<file path="src/mpp_map.vh">
/*
 * Constants for the multiplexed parallel memory port: the address-phase and
 * hold timing counts, the width modes and the idle pin levels.
 * Assumes it is included by bare name from the port's design files.
 */
// Notes on behaviour
// - Multiplex address and data, latch strobe marks phase.
// - Support 8-bit and 16-bit data modes.
// - 8-bit mode: latch when upper address changes.
// - Read strobe low only during reads.
// - Write strobe low only during writes.
// - 16-bit mode: latch strobe on every new address.
// - Latch polarity high after reset, software-selectable.
// - Flag mode holds all strobes deasserted.
// - Reset: strobes high, latch low, bus undriven.
// - Port or DMA may source address/data.
`ifndef MPP_MAP_VH
`define MPP_MAP_VH

// ************************************************************
// Timing counts, in cycles of the 50 ns clock.
// ************************************************************
`define MPP_CLK_NS        50
`define MPP_ALE_NS        50
`define MPP_ALE_CYC       ((`MPP_ALE_NS + `MPP_CLK_NS - 1) / `MPP_CLK_NS)
`define MPP_HOLD_CYC      1

// ************************************************************
// Modes and field positions.
// ************************************************************
`define MPP_MODE_8        1'b0
`define MPP_MODE_16       1'b1
`define MPP_UPPER_MSB     23
`define MPP_UPPER_LSB     8
`define MPP_FIFO_DEPTH    4
`define MPP_FIFO_AW       2
`define MPP_REQ_W         42

// ************************************************************
// Idle pin levels.
// ************************************************************
`define MPP_STROBE_IDLE   1'b1
`define MPP_LATCH_RST_POL 1'b1

`endif

</file>
<file path="src/mpp_port.v">
/*
 * Multiplexed parallel memory port: drives an asynchronous memory over a
 * shared 16-bit address/data bus with latch, read and write strobes.
 * Assumes requests from the core port and the DMA unit arrive on the same
 * clock; read data and the pad input arrive asynchronously from pins.
 */
`timescale 1ns/1ps
`default_nettype none
`include "mpp_map.vh"
module mpp_port (
  input  wire        clk,
  input  wire        resetn,
  input  wire        cfgWide,
  input  wire        cfgLatchLow,
  input  wire        cfgFlagMode,
  input  wire [4:0]  cfgDataCycles,
  input  wire        coreValid,
  output wire        coreReady,
  input  wire        coreWrite,
  input  wire [23:0] coreAddr,
  input  wire [15:0] coreWdata,
  input  wire        dmaValid,
  output wire        dmaReady,
  input  wire        dmaWrite,
  input  wire [23:0] dmaAddr,
  input  wire [15:0] dmaWdata,
  output reg         rdValid_ff,
  output reg  [15:0] rdData_ff,
  output reg         rdFromDma_ff,
  input  wire [15:0] busIn,
  output reg  [15:0] busOut_ff,
  output reg  [15:0] busOe_ff,
  output reg         latchStrobe_ff,
  output reg         readStrobeN_ff,
  output reg         writeStrobeN_ff
);
  // ************************************************************
  // States, one-hot.
  // ************************************************************
  localparam [4:0] ST_IDLE = 5'h01;
  localparam [4:0] ST_ADDR = 5'h02;
  localparam [4:0] ST_HOLD = 5'h04;
  localparam [4:0] ST_DATA = 5'h08;
  localparam [4:0] ST_DONE = 5'h10;

  // ************************************************************
  // Request arbitration and buffering.
  // ************************************************************
  wire [41:0] reqData;   // {fromDma, write, addr, wdata}.
  wire        reqValid;
  wire        reqReady;  // Back-pressure to both sources.
  wire [41:0] qData;
  wire        qValid;
  reg         qTake;     // Drain strobe from the state machine.
  wire        pickDma;

  // core or DMA source. Core wins a tie; DMA waits behind it.
  assign pickDma   = dmaValid & ~coreValid;
  assign reqValid  = coreValid | dmaValid;
  assign reqData   = pickDma ? {1'b1, dmaWrite, dmaAddr, dmaWdata}
                             : {1'b0, coreWrite, coreAddr, coreWdata};
  assign coreReady = reqReady;
  assign dmaReady  = reqReady & ~coreValid;

  mpp_fifo #(
    .WIDTH (`MPP_REQ_W),
    .DEPTH (`MPP_FIFO_DEPTH),
    .AW    (`MPP_FIFO_AW)
  ) u_fifo (
    .clk      (clk),
    .resetn   (resetn),
    .inData   (reqData),
    .inValid  (reqValid),
    .inReady  (reqReady),
    .outData  (qData),
    .outValid (qValid),
    .outReady (qTake)
  );

  // ************************************************************
  // Pad input synchroniser.
  // ************************************************************
  reg [15:0] busMeta_ff;  // First stage, read only by the second.
  reg [15:0] busSync_ff;  // Second stage, safe to use.

  // Two flops ahead of any use of the pad data.
  always @(posedge clk) begin
    if (!resetn) begin
      busMeta_ff <= 16'h0000;
      busSync_ff <= 16'h0000;
    end else begin
      busMeta_ff <= busIn;
      busSync_ff <= busMeta_ff;
    end
  end

  // ************************************************************
  // Transfer state.
  // ************************************************************
  reg  [4:0]  state_ff;       // Current state.
  reg  [4:0]  cnt_ff;         // Phase cycle counter.
  reg  [15:0] upper_ff;       // Upper address last latched externally.
  reg         upperValid_ff;  // Upper copy is meaningful.
  reg         curWrite_ff;    // Current access is a write.
  reg         curDma_ff;      // Current access came from DMA.
  reg  [15:0] curWdata_ff;    // Write data of the current access.
  reg         latchPol_ff;    // Active level of the latch strobe.
  wire        qDma   = qData[41];
  wire        qWrite = qData[40];
  wire [23:0] qAddr  = qData[39:16];
  wire [15:0] qWdata = qData[15:0];
  wire        needAddr;
  wire [4:0]  dataLen;

  // upper-change detect. Byte mode re-latches only when UPPER_ADDRESS_BITS moves or upperValid_ff is clear.
  // external latch holds. Once latched the upper bits need no refresh.
  assign needAddr = cfgWide | ~upperValid_ff |
                    (upper_ff != qAddr[`MPP_UPPER_MSB:`MPP_UPPER_LSB]);
  // At least two data cycles are always given to the memory.
  assign dataLen  = (cfgDataCycles < 5'h02) ? 5'h02 : cfgDataCycles;

  always @* begin
    qTake = state_ff[0] & qValid & ~cfgFlagMode;
  end

  // Main sequencer. Flag mode parks the port with all strobes idle.
  always @(posedge clk) begin
    if (!resetn) begin
      // reset pin states. Strobes high, latch low, bus released.
      state_ff        <= ST_IDLE;
      cnt_ff          <= 5'h00;
      upper_ff        <= 16'h0000;
      upperValid_ff   <= 1'b0;
      curWrite_ff     <= 1'b0;
      curDma_ff       <= 1'b0;
      curWdata_ff     <= 16'h0000;
      // latch polarity. Active high until software asks otherwise.
      latchPol_ff     <= `MPP_LATCH_RST_POL;
      busOut_ff       <= 16'h0000;
      busOe_ff        <= 16'h0000;
      latchStrobe_ff  <= 1'b0;
      readStrobeN_ff  <= `MPP_STROBE_IDLE;
      writeStrobeN_ff <= `MPP_STROBE_IDLE;
      rdValid_ff      <= 1'b0;
      rdData_ff       <= 16'h0000;
      rdFromDma_ff    <= 1'b0;
    end else begin
      rdValid_ff <= 1'b0;
      case (state_ff)
        ST_IDLE: begin
          // Polarity changes only between accesses to avoid runt pulses.
          latchPol_ff    <= ~cfgLatchLow;
          latchStrobe_ff <= cfgLatchLow;
          busOe_ff       <= 16'h0000;
          // flags hold strobes. Nothing is started in flag mode.
          if (qTake) begin
            curWrite_ff <= qWrite;
            curDma_ff   <= qDma;
            curWdata_ff <= qWdata;
            if (needAddr) begin
              // address phase. Latch strobe marks address on the bus.
              // strobe each address. full 16-bit address when wide.
              busOut_ff      <= cfgWide ? qAddr[15:0] : qAddr[`MPP_UPPER_MSB:`MPP_UPPER_LSB];
              busOe_ff       <= 16'hffff;
              latchStrobe_ff <= latchPol_ff;
              upper_ff       <= qAddr[`MPP_UPPER_MSB:`MPP_UPPER_LSB];
              upperValid_ff  <= ~cfgWide;
              cnt_ff         <= 5'h00;
              state_ff       <= ST_ADDR;
            end else begin
              // Byte mode reuse: low address byte is driven for the one hold cycle ahead of the data phase.
              busOut_ff <= {8'h00, qAddr[7:0]};
              busOe_ff  <= 16'h00ff;
              cnt_ff    <= 5'h00;
              state_ff  <= ST_HOLD;
            end
          end
        end
        ST_ADDR: begin
          if (cnt_ff >= (`MPP_ALE_CYC - 1)) begin
            // address before data. Latch drops a cycle ahead of strobes.
            latchStrobe_ff <= ~latchPol_ff;
            cnt_ff         <= 5'h00;
            state_ff       <= ST_HOLD;
          end else begin
            cnt_ff <= cnt_ff + 5'h01;
          end
        end
        ST_HOLD: begin
          cnt_ff   <= 5'h00;
          state_ff <= ST_DATA;
          // width modes. Byte mode only drives the low lane for data.
          if (curWrite_ff) begin
            busOut_ff       <= cfgWide ? curWdata_ff : {8'h00, curWdata_ff[7:0]};
            busOe_ff        <= cfgWide ? 16'hffff : 16'h00ff;
            writeStrobeN_ff <= 1'b0;
          end else begin
            busOe_ff       <= 16'h0000;
            readStrobeN_ff <= 1'b0;
          end
        end
        ST_DATA: begin
          if (cnt_ff >= (dataLen - 5'h01)) begin
            readStrobeN_ff  <= `MPP_STROBE_IDLE;
            writeStrobeN_ff <= `MPP_STROBE_IDLE;
            state_ff        <= ST_DONE;
          end else begin
            cnt_ff <= cnt_ff + 5'h01;
          end
        end
        ST_DONE: begin
          // Sampled data has passed the two-flop stage during the strobe.
          if (!curWrite_ff) begin
            rdValid_ff   <= 1'b1;
            rdData_ff    <= cfgWide ? busSync_ff : {8'h00, busSync_ff[7:0]};
            rdFromDma_ff <= curDma_ff;
          end
          busOe_ff <= 16'h0000;
          state_ff <= ST_IDLE;
        end
        default: begin
          state_ff <= ST_IDLE;
        end
      endcase
    end
  end
endmodule
`default_nettype wire

</file>
<file path="src/mpp_fifo.v">
/*
 * Small synchronous FIFO with valid/ready on both sides.
 * Assumes a single clock and a synchronous active-low reset.
 */
`timescale 1ns/1ps
`default_nettype none
module mpp_fifo #(
  parameter WIDTH = 42,
  parameter DEPTH = 4,
  parameter AW    = 2
) (
  input  wire             clk,
  input  wire             resetn,
  input  wire [WIDTH-1:0] inData,
  input  wire             inValid,
  output wire             inReady,
  output wire [WIDTH-1:0] outData,
  output wire             outValid,
  input  wire             outReady
);
  // ************************************************************
  // Storage and pointers.
  // ************************************************************
  reg [WIDTH-1:0] mem_ff [0:DEPTH-1]; // Entry storage.
  reg [AW-1:0]    wrPtr_ff;           // Next slot to fill.
  reg [AW-1:0]    rdPtr_ff;           // Next slot to drain.
  reg [AW:0]      count_ff;           // Entries held.
  wire            doWr;
  wire            doRd;

  assign inReady  = (count_ff != DEPTH[AW:0]);
  assign outValid = (count_ff != {(AW+1){1'b0}});
  assign outData  = mem_ff[rdPtr_ff];
  assign doWr     = inValid & inReady;
  assign doRd     = outValid & outReady;

  // Pointer and count update; the count is honest, so a stalled drain fills it.
  always @(posedge clk) begin
    if (!resetn) begin
      wrPtr_ff <= {AW{1'b0}};
      rdPtr_ff <= {AW{1'b0}};
      count_ff <= {(AW+1){1'b0}};
    end else begin
      if (doWr) begin
        wrPtr_ff <= wrPtr_ff + 1'b1;
      end
      if (doRd) begin
        rdPtr_ff <= rdPtr_ff + 1'b1;
      end
      if (doWr && !doRd) begin
        count_ff <= count_ff + 1'b1;
      end else if (doRd && !doWr) begin
        count_ff <= count_ff - 1'b1;
      end
    end
  end

  // Data storage needs no reset.
  always @(posedge clk) begin
    if (doWr) begin
      mem_ff[wrPtr_ff] <= inData;
    end
  end
endmodule
`default_nettype wire

</file>
<file path="config.mk">
export PLATFORM = sky130hd
export DESIGN_NAME = mpp_port
export DESIGN_NICKNAME = d
export VERILOG_FILES = /design/src/mpp_port.v /design/src/mpp_fifo.v
export VERILOG_INCLUDE_DIRS = /design/src
export SDC_FILE = /design/constraint.sdc
export NUM_CORES = 1
export LEC_CHECK = 0
export BUFFER_PORTS_ARGS = -buffer_cell sky130_fd_sc_hd__buf_2
export CORE_MARGIN = 2
export CORE_UTILIZATION = 57
export DETAILED_ROUTE_END_ITERATION = 8
export PLACE_DENSITY = 0.82
export SLEW_MARGIN = 10
export SYNTH_ARGS = -nofsm -noshare
export SYNTH_HDL_FRONTEND = slang
export SYNTH_SLANG_ARGS = --single-unit
</file>
<file path="constraint.sdc">
create_clock -name clk -period 3.7 [get_ports clk]
set_clock_uncertainty 0.1 [all_clocks]
set_input_delay 0.37 -clock clk [delete_from_list [all_inputs] [get_ports clk]]
set_output_delay 0.37 -clock clk [all_outputs]
set_load 0.02 [all_outputs]
</file>
# == After elaboration in Yosys (flattened, before gate mapping) ==
# Memories as Yosys holds them, arrays and structs flattened. A register that Yosys moved wholly into a read port is not among the register bits.
# Index checks and enable logic that the tools add are counted.
# totals
n_memories,1
elab_cells,115
mem_bits_rw,168
regBits,138
out_inout_bits,55
# mem_list
name,words,width,read_ports,rd_ports_with_merged_regs,write_ports,line_no,text
u_fifo.mem_ff,4,42,1,1,1,mpp_fifo.v:24,reg [WIDTH-1:0] mem_ff [0:DEPTH-1];
# op_classes
n_eq_ne,12
n_bitwise,16
n_lt_le_gt_ge,2
n_reduce_logical,21
addsub,6
mux,36
# op_table
operator,n
16-bit two-way mux,10
16-bit one-hot mux with 3 select lines,1
42-bit two-way mux,1
16-bit one-hot mux with 2 select lines,1
5-bit two-way mux,5
5-bit one-hot mux with 4 select lines,1
16-bit != test,1
5-bit one-hot mux with 3 select lines,1
3-bit AND reduction,5
3-bit two-way mux,3
3-bit nonzero test,3
1-bit two-way mux,8
"2-bit != test, second input constant",4
2-bit AND reduction,4
2-bit nonzero test,4
1-bit NOT,7
1-bit bitwise AND,6
1-bit one-hot mux with 2 select lines,3
"5-bit by 1-bit adder with 5-bit output, second input constant",1
"5-bit by 1-bit == test with 1-bit output, second input constant",1
"5-bit by 2-bit == test with 1-bit output, second input constant",1
"5-bit by 3-bit == test with 1-bit output, second input constant",1
"5-bit by 4-bit == test with 1-bit output, second input constant",1
"5-bit == test, second input constant",1
other kinds (13),19

# == Depth between registers and ports, before layout ==
# logic_depth
word_depth,7
depth_mapped,11

# == By module ==
# A second synthesis with hierarchy kept.
# unflattened
cells_unflattened,883
hier_area_um2,11974.0
# by_module_without_submodules
module,area_per_inst_um2,n_inst,cells_each,seq_area_each_um2
mpp_fifo,6608.8,1,268,5225.0
mpp_port,5365.1,1,615,2342.2

# == Worst setup path before layout ==
# OpenSTA, ideal clock, no wires.
# synth_timing
path_kind,input -> register
from,in cfgDataCycles[4]
to,reg cnt_ff[4]
stages,9
required_ns,3.529
setup_ns,0.071
slack_ns,1.030
t_arrival_ns,2.499
cell_sequence,o41ai_1 ha_1 ha_1 a21o_1 a21oi_1 o21ai_0 a21o_1 or3_1 a21oi_1
# synth_via
elab_chain_len,6
# synth_lines
item,line_no,text
start: declaration,mpp_port.v:16,"input wire [4:0] cfgDataCycles,"
5-bit by 2-bit < comparator with 1-bit output,mpp_port.v:120,assign dataLen = (cfgDataCycles < 5'h02) ? 5'h02 : cfgDataCycles;
5-bit two-way mux *,mpp_port.v:120,
5-bit by 1-bit subtractor with 5-bit output *,mpp_port.v:203,if (cnt_ff >= (dataLen - 5'h01)) begin
5-bit greater-or-equal comparator *,mpp_port.v:203,
2-bit != test (no source line) *,n/a,
3-bit AND reduction (no source line) *,n/a,
end signal: assignment,mpp_port.v:186,cnt_ff <= cnt_ff + 5'h01;
end signal: assignment,mpp_port.v:208,cnt_ff <= cnt_ff + 5'h01;
end: declaration,mpp_port.v:101,reg [4:0] cnt_ff;
# Mark *: on every way between the ends. The rest lies on a longest branch, timed or not.
# A chain may end at the register's enable or synchronous reset.

==> impl_metrics.json <==
{
  "drtPass1Iterations": 5,
  "dp_hpwl_um": 16600,
  "cellInternalPower_mw": 7.09,
  "cts-root-buf": "clkbuf_16",
  "cts_num_sinks": 294,
  "final_cell_mix": "edfxtp_1, buf_2, nand2_1",
  "hold_viol": 0,
  "ios": 165,
  "syn_avg_cell_area_um2": 13.5,
  "via_count": 7772,
  "synth_fp_nets": 1024,
  "max_slew.worst_pin.slew_ns": 1.20,
  "final_core_util_pct": 68.3,
  "grt_pass1_wl_um": 41100,
  "crit_path_end_kind": "flip-flop",
  "synth_top_cell_area_share_pct": 41.6,
  "antenna_found_initial": 1,
  "antennaDiodeCount": 0,
  "report.final.slew_viol_count": 0,
  "gp_congestion": 0.862,
  "io_buffers": 164,
  "synth-main-ff-cell": "edfxtp_1",
  "cp_max_fo": 34,
  "setup_tns_ns": 0,
  "yosys_register_bits": 294,
  "cts_tree": "yes",
  "combPwrFrac_pct": 27.4,
  "syn_inst": 901,
  "start_kind": "flip-flop",
  "path_class": "flip-flop to flip-flop",
  "final_common_cell": "edfxtp_1",
  "p_leak_nw": 5.40,
  "hold_depth": 2,
  "pwr-share-seq_pct": 43.3,
  "slew_headroom_pct": 19.9,
  "synth.distinct_cells": 56,
  "setup_viol": 0,
  "drtAntennaViolNets": 0,
  "grt_pass1_vias": 7723,
  "syn_to_final_growth_pct": 17.8,
  "ff2ff_path_depth": 8,
  "core_area_um2": 21000,
  "pwr-share-clk_pct": 29.2,
  "insertion_delay_ns": 0.56,
  "yosys-top-cells-area": "edfxtp_1, dfxtp_1, mux4_2, mux2_2, nand2_1",
  "path_clk_slew_ns": 0.07,
  "cp.required_ns": 4.10,
  "status": "finished clean",
  "routed_wl_um": 26700,
  "ir_drop_mv": 0.469,
  "finalWorstSetupSlack_ns": 0.538,
  "rows": 53,
  "wl_per_cell_um": 19.6,
  "grt_max_degree": 113,
  "viasPerCell": 5.70,
  "yosys.area.top_type": "edfxtp_1",
  "grt_overflow_total": 0,
  "post-route-period-util_pct": 85.5,
  "synthArstFlopShare_pct": 0,
  "drv_cap": 0,
  "p_per_area_nw_per_um2": 719,
  "post-cts-setup-buffers": 0,
  "arrival_ns": 3.56,
  "drive_gt1_share_pct": 30.7,
  "synth_seq_area_share_pct": 62.4,
  "grt.total_usage_pct": 23.7,
  "clock_path_buffers": 3,
  "numCtsBuffers": 29,
  "synth_edf_count": 168,
  "htreeDepth": 1,
  "die_area_um2": 22500,
  "post-route-drc-count": 0,
  "p_sw_share_pct": 31.0,
  "fmax_ghz": 0.316,
  "syn-cell-area_um2": 12100,
  "yosys_warnings": 0,
  "hp-class": "input port to flip-flop",
  "nets": 1189,
  "rsz0062_at_grt": "false",
  "die_w_um": 150,
  "die_h_um": 150,
  "initial_utilization_pct": 57.9,
  "drt_iter0_markers": 672,
  "p_sw_mw": 3.19,
  "dp_slack_ns": 0.594,
  "fin_crit_ns": 3.16
}
-- layer usage --
layer	vias up	GRT usage (%)	routed length (um)
met4	2	7.50	766
met1	3795	29.4	10600
li1	3614	-	-
met2	304	42.5	13700
met3	57	3.96	1620
met5	-	0	13
-- cells in the mapped netlist (3+ instances only) --
cell type / count
edfxtp_1: 168
nand2_1: 132
dfxtp_1: 126
mux2_2: 49
and2_1: 45
mux4_2: 42
a21boi_0: 37
clkbuf_1: 37
a21oi_1: 23
o21ai_0: 22
mux2i_1: 20
nor2_1: 20
xnor2_1: 18
buf_4: 16
nand3_1: 14
ha_1: 12
a211oi_1: 11
a31oi_1: 9
buf_2: 7
inv_1: 7
nor3_1: 7
a21o_1: 5
nand2b_1: 5
nand4_1: 5
nor2b_1: 5
xor2_1: 5
o221ai_1: 4
or3_1: 4
and3_1: 3
o211ai_1: 3
o21ai_1: 3
xnor2_2: 3
-- state kept, by name, indices dropped and copies added (netlist names), 3 cells and up, named ones only --
signal and flops:
u_fifo.mem_ff 168, upper_ff 16, busSync_ff 16, u_fifo.count_ff 3, busOut_ff 16, cnt_ff 5, rdData_ff 16, state_ff 5
busMeta_ff 16, curWdata_ff 16
-- critical path, cell delays in order, from the launching register on --
cell and delay, ns:
dfxtp_2 0.35, buf_12 0.24, mux4_2 0.62, xnor2_1 0.18, nand4_1 0.11, nor4_2 0.06, a21oi_1 0.93, mux2_1 0.39
nor2_1 0.09
-- power groups by stage --
stage	sequential [mW]	clock, mW	combinational (mW)
4_1_cts	4.45	3.04	2.84
3_3_place_gp	4.48	0	2.72
5_1_grt	4.50	3.16	3.08
2_1_floorplan	4.47	0	2.00
6_report	4.45	3.01	2.82
3_5_place_dp	4.51	0	2.79
-- final timing paths --
check                           slack (ns)             endpoint           from
worst min-delay path                  0.06  u_fifo.mem_ff[0][2]   coreWdata[2]
worst max register to register        0.54         busOut_ff[3]      flip-flop
worst min register to register        0.33        busSync_ff[8]  busMeta_ff[8]
worst max-delay path                  0.54         busOut_ff[3]      flip-flop
-- cells by family (layout without fill, tap and decap cells) --
logic type / after synthesis / after routing / synth area share (%)
flops: 294 / 294 / 62.4
mux: 115 / 115 / 14.4
compound gates: 126 / 126 / 6.81
buf+inv: 70 / 257 / 2.79
xor+xnor: 26 / 26 / 2.06
simple gates: 257 / 257 / 10.2
fa+ha+maj: 13 / 13 / 1.40
-- through the flow --
stage	total power, mW	instances	cell area, um2	hold WS [ns]
detailed placement	7.30	1294	13200	0.320
global placement	7.20	1294	13200	0.314
global route	10.7	1363	14300	0.0619
CTS	10.3	1363	14300	0.0458
floorplan	6.48	901	12100	0.312
finish	10.3	1363	14300	0.0587
-- final cells by class --
| type | count | area [um2] |
|---|---|---|
| Tap cell | 275 | 344 |
| Fill cell | 1431 | 6650 |
| Clock inverter | 21 | 230 |
| Multi-Input combinational cell | 537 | 4250 |
| Clock buffer | 32 | 747 |
| Sequential cell | 294 | 7570 |
| Timing Repair Buffer | 197 | 1140 |
| Inverter | 7 | 26.3 |
-- repair_timing --
item / CTS / global route
hold buffers: 16 / 0
gates resized for setup: 0 / 0
endpoints found under the hold margin: 16 / 0
No activity file was read; power rests on OpenSTA's default activity.
